### config.mk
export PLATFORM = sky130hd
export DESIGN_NAME = sdr_readout
export DESIGN_NICKNAME = d
export VERILOG_FILES = /design/src/verilog/sdr_pkg.sv /design/src/verilog/sdr_readout.sv /design/src/verilog/sdr_sync.sv
export SDC_FILE = /design/constraint.sdc
export NUM_CORES = 1
export LEC_CHECK = 0
export ABC_AREA = 1
export BUFFER_PORTS_ARGS = -buffer_cell sky130_fd_sc_hd__buf_4
export CAP_MARGIN = 20
export CORE_MARGIN = 4
export CORE_UTILIZATION = 30
export CTS_CLUSTER_SIZE = 16
export DETAILED_ROUTE_END_ITERATION = 8
export PLACE_DENSITY = 0.57
export SETUP_SLACK_MARGIN = 0.2
export SKIP_CTS_REPAIR_TIMING = 1
export SYNTH_ARGS = -nofsm -noshare
export SYNTH_HDL_FRONTEND = slang
export SYNTH_HIERARCHICAL = 1
export SYNTH_SLANG_ARGS = --single-unit
### constraint.sdc
create_clock -name CLK_SYS -period 5.35 [get_ports CLK_SYS]
set_clock_uncertainty 0.15 [all_clocks]
set_input_delay 0.2675 -clock CLK_SYS [delete_from_list [all_inputs] [get_ports CLK_SYS]]
set_output_delay 0.2675 -clock CLK_SYS [all_outputs]
set_load 0.02 [all_outputs]
### src/verilog/sdr_pkg.sv
// Constants for the SPI status and diagnostic readout block.
// Assumes 16-bit frames sent LSB first, with mode bits first, then the select, then the data.
package sdr_pkg;
    // Frame layout
    localparam logic [4:0] FRAME_BITS = 5'h10;
    localparam logic [4:0] DATA_START = 5'h06;
    localparam int MS_LSB = 0;
    localparam int SEL_LSB = 3;
    localparam int DATA_LSB = 6;
    localparam int DATA_W = 10;
    // Mode codes in the mode select field
    localparam logic [2:0] MODE_INIT = 3'h0;
    localparam logic [2:0] MODE_NORMAL = 3'h1;
    localparam logic [2:0] MODE_SLEEP = 3'h2;
    localparam logic [2:0] MODE_RESTART = 3'h3;
    localparam logic [2:0] MODE_FAILSAFE = 3'h4;
    localparam logic [2:0] MODE_READ_ONLY = 3'h7;
    // Configuration select codes
    localparam logic [2:0] SEL_WAKE = 3'h0;
    localparam logic [2:0] SEL_CFG = 3'h4;
    localparam logic [2:0] SEL_COMM = 3'h5;
    localparam logic [2:0] SEL_WDOG = 3'h6;
    localparam logic [2:0] SEL_DIAG = 3'h7;
    // Configuration register: RT[1:0], delay, vcc3, wake pin, vcc2, limp, cyclic, wdog_fail_to_limp_count
    localparam logic [8:0] CFG_RESET = 9'h115;
    localparam int CFG_LIMP_BIT = 6;
    localparam logic [1:0] COMM_RESET = 2'h0;
    // Watchdog register: period[4:0], timeout, fixed one, enable, wdog_write_parity
    localparam logic [8:0] WDOG_RESET = 9'h1EF;
    localparam int WDOG_PAR_BIT = 8;
    localparam int WDOG_PER_W = 5;
    // Watchdog period decode, in ms
    localparam logic [4:0] WD_SPLIT = 5'h10;
    localparam logic [10:0] WD_SHORT_MS = 11'h010;
    localparam logic [10:0] WD_LONG_MUL = 11'h030;
    localparam logic [10:0] WD_LONG_SUB = 11'h1D0;
    // Diagnostic codes
    localparam logic [1:0] RR_NONE = 2'h0;
    localparam logic [2:0] LIMP_NONE = 3'h0;
    localparam int HW_DEV_BIT = 2;
    typedef enum logic [0:0] {
        ST_IDLE = 1'b0,
        ST_SHIFT = 1'b1
    } sdr_state_t;
endpackage

### src/verilog/sdr_readout.sv
// SPI status and diagnostic readout of a system basis chip, the device end.
// Assumes the mode machine, wake and supply monitors sit outside on CLK_SYS; SPI pins are asynchronous.
`timescale 1ns/1ns
module sdr_readout import sdr_pkg::*; #(
    parameter logic [DATA_W-1:0] WAKE_LIVE_MASK = 10'h300
) (
    // Clock and reset
    input wire logic CLK_SYS,
    input wire logic RESET,
    // SPI pins
    input wire logic SPI_CLK,
    input wire logic SPI_CS_N,
    input wire logic SPI_SDI,
    output logic SPI_SDO,
    output logic SPI_SDO_OE,
    // Mode machine
    input wire logic [2:0] MODE_CUR,
    input wire logic RESTART_BY_FAIL,
    output logic [2:0] MODE_REQ,
    output logic MODE_REQ_STB,
    // Diagnostic events
    input wire logic RESTART_SET,
    input wire logic [1:0] RESTART_CODE,
    input wire logic LIMP_SET,
    input wire logic [2:0] LIMP_CODE,
    input wire logic [2:0] HW_CFG_PIN,
    input wire logic [DATA_W-1:0] WAKE_EVENT,
    input wire logic [DATA_W-1:0] WAKE_STATE,
    // Watchdog
    input wire logic WD_FAIL,
    output logic [10:0] WD_PERIOD_MS,
    output logic WD_TRIGGER,
    output logic WD_RESET_REQ,
    output logic SW_DEV_MODE,
    // Settings
    output logic [8:0] CFG_OUT,
    output logic [1:0] COMM_OUT,
    output logic [8:0] WDOG_OUT
);
    typedef struct packed {
        sdr_state_t st;
        logic sclk_d;
        logic [4:0] bit_cnt;
        logic [15:0] rx;
        logic [15:0] tx;
        logic sdo;
        logic sdo_oe;
        logic [2:0] prev_sel;
        logic first_pend;
        logic [2:0] first_mode;
        logic [2:0] first_sel;
        logic [2:0] mode_d;
        logic [8:0] cfg;
        logic [1:0] comm;
        logic [8:0] wdog;
        logic [1:0] restart_reason;
        logic [2:0] limp_cause;
        logic [2:0] hw_cfg;
        logic [DATA_W-1:0] wake;
        logic [10:0] wd_ms;
        logic wd_trig;
        logic wd_rst;
        logic [2:0] mreq;
        logic mreq_stb;
    } sdr_reg_t;

    sdr_reg_t r_reg;
    sdr_reg_t r_next;
    logic [5:0] sync_q;
    logic sclk_s;
    logic cs_n_s;
    logic sdi_s;
    logic [2:0] hw_s;
    logic commit;
    logic ro_commit;
    logic [2:0] rx_mode;
    logic [2:0] rx_sel;
    logic [DATA_W-1:0] rx_data;
    logic wdog_par_ok;
    logic [2:0] out_mode;
    logic [2:0] out_sel;

    sdr_sync #(.W(6), .RST_VAL(6'h02)) u_sync (
        .clk(CLK_SYS),
        .reset(RESET),
        .d({HW_CFG_PIN, SPI_SDI, SPI_CS_N, SPI_CLK}),
        .q(sync_q)
    );
    assign sclk_s = sync_q[0];
    assign cs_n_s = sync_q[1];
    assign sdi_s = sync_q[2];
    assign hw_s = sync_q[5:3];

    function automatic logic [10:0] wd_period(input logic [4:0] code);
        logic [10:0] c;
        c = {6'h00, code};
        if (code < WD_SPLIT) begin
            wd_period = 11'((c + 11'h001) * WD_SHORT_MS);
        end else begin
            wd_period = 11'(c * WD_LONG_MUL - WD_LONG_SUB);
        end
    endfunction

    // Output data for a select code; encodings exist only on this path
    function automatic logic [DATA_W-1:0] sel_data(input logic [2:0] sel, input sdr_reg_t s,
                                                     input logic [DATA_W-1:0] live);
        case (sel)
            SEL_WAKE: sel_data = (s.wake & ~WAKE_LIVE_MASK) | (live & WAKE_LIVE_MASK);
            SEL_CFG: sel_data = {1'b0, s.cfg};
            SEL_COMM: sel_data = {8'h00, s.comm};
            SEL_WDOG: sel_data = {1'b0, s.wdog};
            SEL_DIAG: sel_data = {2'h0, s.hw_cfg, s.limp_cause, s.restart_reason};
            default: sel_data = '0;
        endcase
    endfunction

    assign rx_mode = r_reg.rx[MS_LSB +: 3];
    assign rx_sel = r_reg.rx[SEL_LSB +: 3];
    assign rx_data = r_reg.rx[DATA_LSB +: DATA_W];
    assign commit = (r_reg.st == ST_SHIFT) && cs_n_s && (r_reg.bit_cnt == FRAME_BITS);
    assign ro_commit = commit && (rx_mode == MODE_READ_ONLY);
    // Parity covers every watchdog bit below the parity bit
    assign wdog_par_ok = (^rx_data[WDOG_PAR_BIT-1:0]) == rx_data[WDOG_PAR_BIT];
    // A pending first frame overrides the previous request
    assign out_mode = r_reg.first_pend ? r_reg.first_mode : r_reg.mode_d;
    assign out_sel = r_reg.first_pend ? r_reg.first_sel : r_reg.prev_sel;

    always_comb begin
        r_next = r_reg;
        r_next.sclk_d = sclk_s;
        r_next.mode_d = MODE_CUR;
        r_next.hw_cfg = hw_s;
        r_next.wd_trig = 1'b0;
        r_next.wd_rst = 1'b0;
        r_next.mreq_stb = 1'b0;
        case (r_reg.st)
            ST_IDLE: begin
                r_next.sdo_oe = 1'b0;
                if (!cs_n_s) begin
                    // Frame starts: preload output, first bit driven at once
                    r_next.st = ST_SHIFT;
                    r_next.bit_cnt = '0;
                    r_next.tx = {sel_data(out_sel, r_reg, WAKE_STATE), out_sel, out_mode};
                    r_next.sdo = out_mode[0];
                    r_next.sdo_oe = 1'b1;
                end
            end
            ST_SHIFT: begin
                if (cs_n_s) begin
                    r_next.st = ST_IDLE;
                    r_next.sdo_oe = 1'b0;
                end else if (sclk_s && !r_reg.sclk_d && r_reg.bit_cnt < FRAME_BITS) begin
                    r_next.rx[r_reg.bit_cnt[3:0]] = sdi_s;
                    r_next.bit_cnt = r_reg.bit_cnt + 5'h01;
                    // Mode and select are known before the data bits leave
                    if (r_next.bit_cnt == DATA_START && r_next.rx[MS_LSB +: 3] == MODE_READ_ONLY) begin
                        r_next.tx[DATA_LSB +: DATA_W] = sel_data(r_next.rx[SEL_LSB +: 3], r_reg,
                                                                 WAKE_STATE);
                    end
                end else if (!sclk_s && r_reg.sclk_d && r_reg.bit_cnt < FRAME_BITS) begin
                    r_next.sdo = r_reg.tx[r_reg.bit_cnt[3:0]];
                end
            end
            default: begin
                r_next.st = ST_IDLE;
                r_next.sdo_oe = 1'b0;
            end
        endcase
        // Clears come first so a same-cycle event still lands
        if (commit) begin
            r_next.first_pend = 1'b0;
            r_next.prev_sel = rx_sel;
            if (ro_commit) begin
                // No write and no mode change on read-only
                r_next.wd_trig = 1'b1;
                if (rx_sel == SEL_WAKE) begin
                    r_next.wake = r_reg.wake & WAKE_LIVE_MASK;
                end
                if (rx_sel == SEL_DIAG) begin
                    r_next.restart_reason = RR_NONE;
                end
            end else begin
                r_next.mreq = rx_mode;
                r_next.mreq_stb = 1'b1;
                case (rx_sel)
                    SEL_CFG: begin
                        r_next.cfg = rx_data[8:0];
                        if (!rx_data[CFG_LIMP_BIT]) begin
                            r_next.limp_cause = LIMP_NONE;
                        end
                    end
                    SEL_COMM: r_next.comm = rx_data[1:0];
                    SEL_WDOG: begin
                        if (wdog_par_ok) begin
                            r_next.wdog = rx_data[8:0];
                            r_next.wd_trig = 1'b1;
                        end
                    end
                    // Diagnosis select is not writable
                    default: r_next.wdog = r_next.wdog;
                endcase
            end
        end
        if ((r_reg.mode_d == MODE_SLEEP || r_reg.mode_d == MODE_FAILSAFE) && MODE_CUR != r_reg.mode_d) begin
            r_next.restart_reason = RR_NONE;
        end
        if (MODE_CUR == MODE_NORMAL && r_reg.mode_d != MODE_NORMAL) begin
            r_next.first_pend = 1'b1;
            r_next.first_mode = r_reg.mode_d;
            case (r_reg.mode_d)
                MODE_SLEEP: r_next.first_sel = SEL_WAKE;
                MODE_FAILSAFE: r_next.first_sel = SEL_DIAG;
                MODE_RESTART: r_next.first_sel = RESTART_BY_FAIL ? SEL_DIAG : SEL_CFG;
                default: r_next.first_sel = SEL_CFG;
            endcase
        end
        if (RESTART_SET) begin
            r_next.restart_reason = RESTART_CODE;
        end
        if (LIMP_SET) begin
            r_next.limp_cause = LIMP_CODE;
        end
        r_next.wake = r_next.wake | (WAKE_EVENT & ~WAKE_LIVE_MASK);
        // Dev mode suppresses the watchdog reset request
        r_next.wd_rst = WD_FAIL && !r_reg.hw_cfg[HW_DEV_BIT];
        // One cycle behind the setting to keep the multiplier off the output
        r_next.wd_ms = wd_period(r_reg.wdog[WDOG_PER_W-1:0]);
    end

    always_ff @(posedge CLK_SYS) begin
        if (RESET) begin
            r_reg <= '{st: ST_IDLE, sclk_d: 1'b0, bit_cnt: 5'h00, rx: 16'h0000, tx: 16'h0000,
                       sdo: 1'b0, sdo_oe: 1'b0, prev_sel: SEL_CFG, first_pend: 1'b0,
                       first_mode: MODE_INIT, first_sel: SEL_CFG, mode_d: MODE_INIT, cfg: CFG_RESET,
                       comm: COMM_RESET, wdog: WDOG_RESET, restart_reason: RR_NONE,
                       limp_cause: LIMP_NONE, hw_cfg: 3'h0, wake: 10'h000,
                       wd_ms: wd_period(WDOG_RESET[WDOG_PER_W-1:0]),
                       wd_trig: 1'b0, wd_rst: 1'b0, mreq: MODE_INIT, mreq_stb: 1'b0};
        end else begin
            r_reg <= r_next;
        end
    end

    assign SPI_SDO = r_reg.sdo;
    assign SPI_SDO_OE = r_reg.sdo_oe;
    assign MODE_REQ = r_reg.mreq;
    assign MODE_REQ_STB = r_reg.mreq_stb;
    assign WD_PERIOD_MS = r_reg.wd_ms;
    assign WD_TRIGGER = r_reg.wd_trig;
    assign WD_RESET_REQ = r_reg.wd_rst;
    assign SW_DEV_MODE = r_reg.hw_cfg[HW_DEV_BIT];
    assign CFG_OUT = r_reg.cfg;
    assign COMM_OUT = r_reg.comm;
    assign WDOG_OUT = r_reg.wdog;
endmodule // sdr_readout

### src/verilog/sdr_sync.sv
// Two-flop synchroniser for inputs arriving from outside the system clock.
// Assumes a synchronous active-high reset on the same clock.
`timescale 1ns/1ns
module sdr_sync #(
    parameter int W = 1,
    parameter logic [W-1:0] RST_VAL = '0
) (
    input wire logic clk,
    input wire logic reset,
    input wire logic [W-1:0] d,
    output logic [W-1:0] q
);
    logic [W-1:0] meta_reg;

    // First stage feeds only the second stage
    always_ff @(posedge clk) begin
        if (reset) begin
            meta_reg <= RST_VAL;
            q <= RST_VAL;
        end else begin
            meta_reg <= d;
            q <= meta_reg;
        end
    end
endmodule // sdr_sync
# Yosys cells after proc, flatten, opt, wreduce, memory -nomap -nowiden
# Cells that the tools add are included.
# classes
add_sub_neg,3
n_mul,1
shifts,0
n_reduce_logical,39
muxes,43
eq_ne,32
bitwise,6
n_lt_le_gt_ge,4
div,0
# op_table
operator,count
10-bit case mux with 5 select lines,2
31-bit two-way mux,2
"3-bit equality test, second input constant",15
8-bit two-way mux,3
10-bit case mux with 2 select lines,1
18-bit two-way mux,1
3-bit two-way mux,6
16-bit bitwise mux,1
4-bit AND reduction,4
3-bit AND reduction,5
1-bit logical AND,12
1-bit two-way mux,12
11-bit two-way mux,1
"11-bit by 9-bit subtractor with 11-bit output, second input constant",1
"5-bit < comparator, second input constant",2
10-bit two-way mux,1
2-bit two-way mux,5
5-bit two-way mux,2
"2-bit inequality test, second input constant",5
10-bit by 8-bit bitwise OR with 10-bit output,1
8-bit by 10-bit bitwise OR with 10-bit output,1
5-bit case mux with 2 select lines,1
3-bit zero test,3
3-bit case mux with 3 select lines,1
25 further kinds,40
# totals
reg_bits,121
inputBits,40
ram_bits,0
romBits,0
output_inout_bits,40
n_memories,0
latch_bits,0
word_cells,156

# Longest topological paths before layout
# Gate-level depths: netlist of run 1.
# logic_depth
depth_word,11
mapped_depth,13
ltp_nobuf,12

# By module
# The synthesis of run 1 kept the hierarchy.
# modules_own_cells
mod,area_per_inst_um2,cells_per_inst,instances
sdr_readout,5591.6,802,1
sdr_sync,345.3,38,1

# Least setup slack after synthesis of run 1
# No wires, ideal clock.
# synth_timing
path_kind,register to register
startpoint,register r_reg[102] in the netlist's numbering
endpoint,register r_reg[78] in the netlist's numbering
n_path_buf,2
setup_slack_ns,3.191
stages_incl_launch_ff,14
required_time_ns,5.130
arrival_ns,1.939
cell_sequence,dfxtp_1 > buf_2 > clkinv_1 > ha_1 > nand3_1 > nand2_1 > nand2_4 > buf_6 > nand2_4 > nor2_8 > nand2_1 > o21ai_0 > o21ai_1 > a21oi_1
# synth_via
elab_chain_len,11
elab_cells_between_ends,25
# synth_rtl
item,line,source
from (decl),sdr_readout.sv:67,sdr_reg_t r_reg;
from (signal assigned),sdr_readout.sv:232,"r_reg <= '{st: ST_IDLE, sclk_d: 1'b0, bit_cnt: 5'h00, rx: 16'h0000, tx: 16'h0000,"
from (signal assigned),sdr_readout.sv:240,r_reg <= r_next;
4-bit by 5-bit < comparator with 1-bit output (implied by the code) or 4-bit by 1-bit greater-or-equal comparator with 1-bit output (tied branches),sdr_readout.sv:153,r_next.rx[r_reg.bit_cnt[3:0]] = sdi_s;
1-bit logical AND (implied by the code),sdr_readout.sv:153,
1-bit two-way mux (implied by the code),sdr_readout.sv:153,
1-bit demux with 4-bit select,sdr_readout.sv:153,
16-bit bitwise mux,sdr_readout.sv:153,
3-bit equality test or 3-bit zero test (tied branches),sdr_readout.sv:107,case (sel)
10-bit case mux with 5 select lines,sdr_readout.sv:107,
10-bit two-way mux,sdr_readout.sv:156,if (r_next.bit_cnt == DATA_START && r_next.rx[MS_LSB +: 3] == MODE_READ_ONLY) begin
31-bit two-way mux,sdr_readout.sv:152,end else if (sclk_s && !r_reg.sclk_d && r_reg.bit_cnt < FRAME_BITS) begin
31-bit two-way mux,sdr_readout.sv:149,if (cs_n_s) begin
10-bit case mux with 2 select lines,sdr_readout.sv:136,case (r_reg.st)
# Several ways; a longest one is shown, not always the timed one. The select of a mux whose other input is x is not followed.
# A chain may end at the register's enable or synchronous reset.

# Worst setup path after layout of run 1
# layout_timing
startpoint,register r_reg[102] in the netlist's numbering
endpoint,register r_reg[31] in the netlist's numbering
# layout_via
elab_chain_len,5
elab_cells_between_ends,6
# layout_rtl
item,line,source
5-bit equality test *,sdr_readout.sv:120,assign commit = (r_reg.st == ST_SHIFT) && cs_n_s && (r_reg.bit_cnt == FRAME_BITS);
1-bit logical AND *,sdr_readout.sv:120,
1-bit logical AND,sdr_readout.sv:121,assign ro_commit = commit && (rx_mode == MODE_READ_ONLY);
2-bit inequality test (no line),--,
4-bit AND reduction (no line) *,--,
# Every way passes the cells marked *; elsewhere a longest branch is shown, timed or not.

==> flow_summary.ini, run 1 <==
[route]
wirelength_um = 16900
routed_via_density = 4.79
drt_iter0_drc = 496
drc = 0
vias = 5568
drtAntennaViolNets = 0
dr.pass1.iters = 5
wl_per_cell_um = 14.5

[sta]
whs_ns = -0.0119
drv_slew = 0
rsz0062_at_grt = false
fin_tns_setup_ns = 0
max_slew.worst_pin.slew_ns = 0.726
fin_ws_ns = 2.10
hold_viol = 2
finalSetupViolCount = 0
slew_headroom_pct = 51.6
final.period_utilization_pct = 60.7
max_clock_freq_mhz = 308
timing.final.crit_period_ns = 3.25

[floorplan]
coreArea_mm2 = 0.0195
dieArea_mm2 = 0.0221
io_pins = 80
rows = 51
die_x_um = 149
start_util_pct = 30.5
die_h_um = 149

[global_routing]
grt_overflow_total = 0
grt_usage_pct = 15.3
antenna_found_initial = 0
grt_max_degree = 57
grt_pass1_wl_um = 26700
grt_pass1_vias = 4989

[worst_setup_path]
startpoint = r_reg[102]
slowest_stage = nor2_2
path_buf_inv = 2
reg2reg_from = r_reg[102]
end_kind = register
worstPathRequired_ns = 5.47
worstPathMaxFanout = 15
worstSetupPathType = reg2reg
cp-start-kind = register
critical_path.cell_chain = clkinv_1 -> ha_1 -> nand3_1 -> nor2_2 -> nand2_2 -> nor2_1 -> or2_1 -> inv_1 -> nand2_1 -> a21oi_1
arrival_ns = 3.36
path_delay_family = simple AND/OR/NAND/NOR gates
slowest_delay_ns = 0.65

[power_and_ir_drop]
p_sw_uw = 457
swShare_pct = 22.0
powerDensity_mw_per_mm2 = 290
ir_worst_vdd_mv = 0.209
pwr-share-clk_pct = 52.1
combPwrFrac_pct = 5.6
power.internal_mw = 1.63
p_leak_nw = 3.13
p_seq_share_pct = 42.3

[finish]
fin_cells = 1163
largest_register_ff_count = 56
antenna_cells = 0
area_delta_synth_final_pct = 21.0
final_nets = 941
fin_util_pct = 36.9
layout-drive-gt1-share_pct = 13.3
fillers = 2083

[placed_design]
place_inst = 1107
place.gp.congestion = 0.858
hpwl_um = 12000
port_buffers = 65
dp_slack_ns = 2.11

[logic_synthesis]
synthTopCellsByArea = dfxtp_1, nand2_1, nand3_1
postSynthCellCount = 840
ys_ff_latch = 113
synth_top_area_share_pct = 38.1
yosysTopAreaCell = dfxtp_1
postSynthAreaPerCell_um2 = 7.07
synth_cell_types = 44
synth.yosys.warnings = 6
synth_area_mm2 = 0.00594
synth_seq_area_share_pct = 38.1

[clocking]
cts_buffers = 17
cts_tree = done
clk_pin_slew_ns = 0.05
clkLatencyLatePin_ns = 0.41
clock_sinks = 113
cts-root-buf = clkbuf_16
cts-htree-levels = 4
clockBufferDepth = 2

[worst_hold_path]
hold_class = in2reg
hold_start = RESTART_SET

[run]
maxCapViolCount = 0

[outcome]
failed_checks = hold timing
status = complete, but fails checks
## power groups by stage
stage | Combinational (mW) | Sequential [mW] | Clock, mW
after floorplan | 0.0678 | 0.892 | 0
after global routing | 0.131 | 0.882 | 1.15
final | 0.117 | 0.881 | 1.09
after detailed placement | 0.0998 | 0.897 | 0
after CTS | 0.100 | 0.880 | 1.11
after global placement | 0.0998 | 0.897 | 0
## stage by stage
stage	instance area [um2]	power (mW)
floorplan	5950	0.960
global placement	6360	0.997
detailed placement	6360	0.997
CTS	6920	2.09
global route	7190	2.16
finish	7190	2.08
## final cells by class
class | instances | area, um2 | area share (%)
Clock buffer | 22 | 474 | 6.60
Clock inverter | 7 | 85.1 | 1.18
Inverter | 89 | 334 | 4.65
Multi-Input combinational cell | 571 | 2910 | 40.5
Sequential cell | 113 | 2260 | 31.5
Tap cell | 265 | 332 | 4.61
Timing Repair Buffer | 96 | 788 | 11.0
## cells in the mapped netlist (all sizes together)
cell    number
a21oi       72
a31oi        3
inv         85
nor2       102
nand2      139
a211oi       3
nand3       87
a21o         1
o21bai       3
xor2         5
dfxtp      113
and3         1
o22ai        2
or2          2
ha          12
a32o         1
a221oi       1
clkbuf      17
o21a         1
nand3b       1
o21ai       73
clkinv       4
buf         53
nand4       36
o211ai       5
nor3         9
fa           1
xnor2        7
conb         1
## layer usage
| metal | global-route usage [%] | routed length, um |
|---|---|---|
| met1 | 21.7 | 8190 |
| met2 | 22.4 | 7290 |
| met3 | 3.66 | 981 |
| met4 | 6.24 | 390 |
| met5 | 0 | 0 |
## tightest hold or removal path, delay by kind of cell
kind / cells / cell delay (ns)
buffers and inverters: 1 / 0.12
AO/OA/AOI/OAI: 1 / 0.06
AND/OR/NAND/NOR: 1 / 0.06
## kinds of logic after synthesis
group | after synthesis | synth area share (%)
xor gates and xnor gates | 12 | 1.77
and+or+nand+nor | 377 | 29.0
DFF | 113 | 38.1
adders and majority gates | 13 | 2.87
buffers and inverters | 159 | 13.1
other | 1 | 0.0632
AOI/OAI and AO/OA | 165 | 15.1
## path summary, 6_finish.rpt
| path | end | slack, ns | depth (start not counted) |
|---|---|---|---|
| worst max-delay path | r_reg[31] | 2.10 | 10 |
| worst min-delay path | r_reg[34] | -0.01 | 3 |
| worst max register to register | r_reg[31] | 2.10 | 10 |
| worst min register to register | u_sync/q[0] | 0.25 | 2 |
## cell usage in the layout, fill, tap and decap left out, types with 3 or more instances in the layout
cell type,instances
buf_4,69
dfxtp_1,113
inv_1,82
nor2_2,4
dlygate4sd3_1,27
nand2_1,132
nand2_2,5
o21ai_0,56
clkinv_2,5
a211oi_1,3
o21bai_1,3
clkbuf_8,3
o21ai_1,14
conb_1,4
clkbuf_16,17
nand4_1,36
nand3_1,87
ha_1,12
a21oi_1,71
clkinv_1,5
a31oi_1,3
nor2_1,95
nor3_1,7
o211ai_1,5
xnor2_1,7
xor2_1,5
Note: power is estimated with default switching activity, not from simulation.
==> run 2: changes to the inputs <==
- ABC_AREA: 1 -> 0
- PLACE_DENSITY: 0.57 -> 0.59
- clock period: 5.35 -> 2.65 ns (I/O delays scaled with it)
==> flow_summary.ini, run 2 <==
[outcome]
status = complete, no violations

[finish]
final_nets = 780
fin_cells = 974
fillers = 1820
antenna_cells = 0
largest_register_ff_count = 56
area_delta_synth_final_pct = 31.6
layout-drive-gt1-share_pct = 25.4
final_common_cell = dfxtp_1
final_cell_mix = dfxtp_1, buf_4, nor2_1

[placed_design]
place_inst = 902
port_buffers = 65
place.gp.congestion = 0.830
hpwl_um = 11100

[run]
maxCapViolCount = 0

[worst_setup_path]
worstSetupPathType = reg2reg
end_kind = register
rrSetupSlack_ns = 0.32
worstPathMaxFanout = 5
cp-start-kind = register
worstPathRequired_ns = 2.78
arrival_ns = 2.46

[clocking]
cts_buffers = 17
clkLatencyLatePin_ns = 0.42
cts-htree-levels = 4
clk_pin_slew_ns = 0.06
clockBufferDepth = 2
cts-root-buf = clkbuf_16
clock_sinks = 113
cts_tree = done

[sta]
timing.final.crit_period_ns = 2.33
whs_ns = 0.00000733
fin_tns_setup_ns = 0
max_slew.worst_pin.slew_ns = 0.669
finalSetupViolCount = 0
slew_headroom_pct = 55.2
rsz0062_at_grt = false
max_clock_freq_mhz = 429
hold_viol = 0
drv_slew = 0
final.period_utilization_pct = 88.0

[floorplan]
start_util_pct = 30.6
die_h_um = 146
io_pins = 80
die_x_um = 146
dieArea_mm2 = 0.0213
coreArea_mm2 = 0.0187
rows = 50

[logic_synthesis]
synthTopCellsByArea = dfxtp_1, mux2i_1, nor2_1
synth_cell_types = 64
synthArstFlopShare_pct = 0
postSynthCellCount = 633
synth_flop_cell = dfxtp_1
synth_area_mm2 = 0.00572
synth_seq_area_share_pct = 39.5
ys_ff_latch = 113
synth.yosys.warnings = 6
synth_edf_count = 0
yosysTopAreaCell = dfxtp_1
yosysMostFrequentCell = dfxtp_1
synth_top_area_share_pct = 39.5
synthTopCellsByCount = dfxtp_1, nor2_1, nand2_1
postSynthAreaPerCell_um2 = 9.04

[route]
drtAntennaViolNets = 0
drc = 0
dr.pass1.iters = 5
drt_iter0_drc = 424
vias = 4931
wl_per_cell_um = 16.5
routed_via_density = 5.06
wirelength_um = 16100

[global_routing]
grt_pass1_vias = 4511
grt_max_degree = 48
grt_usage_pct = 14.5
antenna_found_initial = 1
grt_pass1_wl_um = 24500
grt_overflow_total = 0

[power_and_ir_drop]
ir_worst_vdd_mv = 0.434
powerDensity_mw_per_mm2 = 603
fin_total_pwr_mw = 4.54
p_leak_nw = 3.06

[worst_hold_path]
hold_class = in2reg
==> run 2: per-layer routing <==
metal | track usage [%] | wire length [um] | up-vias
met5 | 0 | 13 | -
met4 | 5.36 | 186 | 2
met3 | 3.63 | 813 | 13
met2 | 22.3 | 7370 | 138
met1 | 19.7 | 7690 | 2370
li1 | - | - | 2408
==> run 2: worst paths after layout <==
| kind | from | endpoint | cells past startpoint |
|---|---|---|---|
| worst min register to register | u_sync/meta_reg[1] | u_sync/q[1] | 1 |
| worst max-delay path | r_reg[103] | CFG_OUT[5] | 10 |
| worst max register to register | r_reg[103] | CFG_OUT[5] | 10 |
| worst min-delay path | RESTART_BY_FAIL | r_reg[59] | 5 |
==> run 2: power breakdown <==
part	total [mW]	internal (mW)	switching (mW)
Clock	2.54	1.73	0.806
Sequential	1.78	1.74	0.0374
Combinational	0.225	0.118	0.107
==> run 2: stage by stage <==
stage	utilization, %	setup WS, ns	cell area, um2
6_report	40.3	0.317	7530
5_1_grt	40.3	0.192	7530
4_1_cts	37.6	0.0835	7030
3_5_place_dp	34.1	0.103	6370
3_3_place_gp	34.1	0.178	6370
2_1_floorplan	-	0.207	5730
==> run 2: layout make-up <==
type | instances | area (um2) | share of cell area (%)
inverters | 12 | 45.0 | 0.598
clock buffers | 21 | 470 | 6.25
flip-flops and latches | 113 | 2270 | 30.1
multi-input cells | 444 | 3130 | 41.5
well taps | 234 | 293 | 3.89
clock inverters | 11 | 183 | 2.43
repair buffers | 139 | 1150 | 15.2
==> run 2: critical path, stage by stage, from the launching register on <==
cell and delay (ns):
dfxtp_4 0.36, inv_2 0.10, ha_4 0.15, buf_6 0.12
nand4_1 0.19, nor3_2 0.28, nor4bb_4 0.28, buf_4 0.19
buf_6 0.14, mux2i_1 0.18, nor2_1 0.05
==> run 2: kinds of logic after synthesis <==
| family | share of synthesized area (%) |
|---|---|
| other | 0.0656 |
| muxes | 10.1 |
| and+or+nand+nor | 19.4 |
| buffers and inverters | 7.98 |
| DFF | 39.5 |
| xor gates and xnor gates | 3.00 |
| AOI/OAI and AO/OA | 16.9 |
| adders and majority gates | 2.97 |
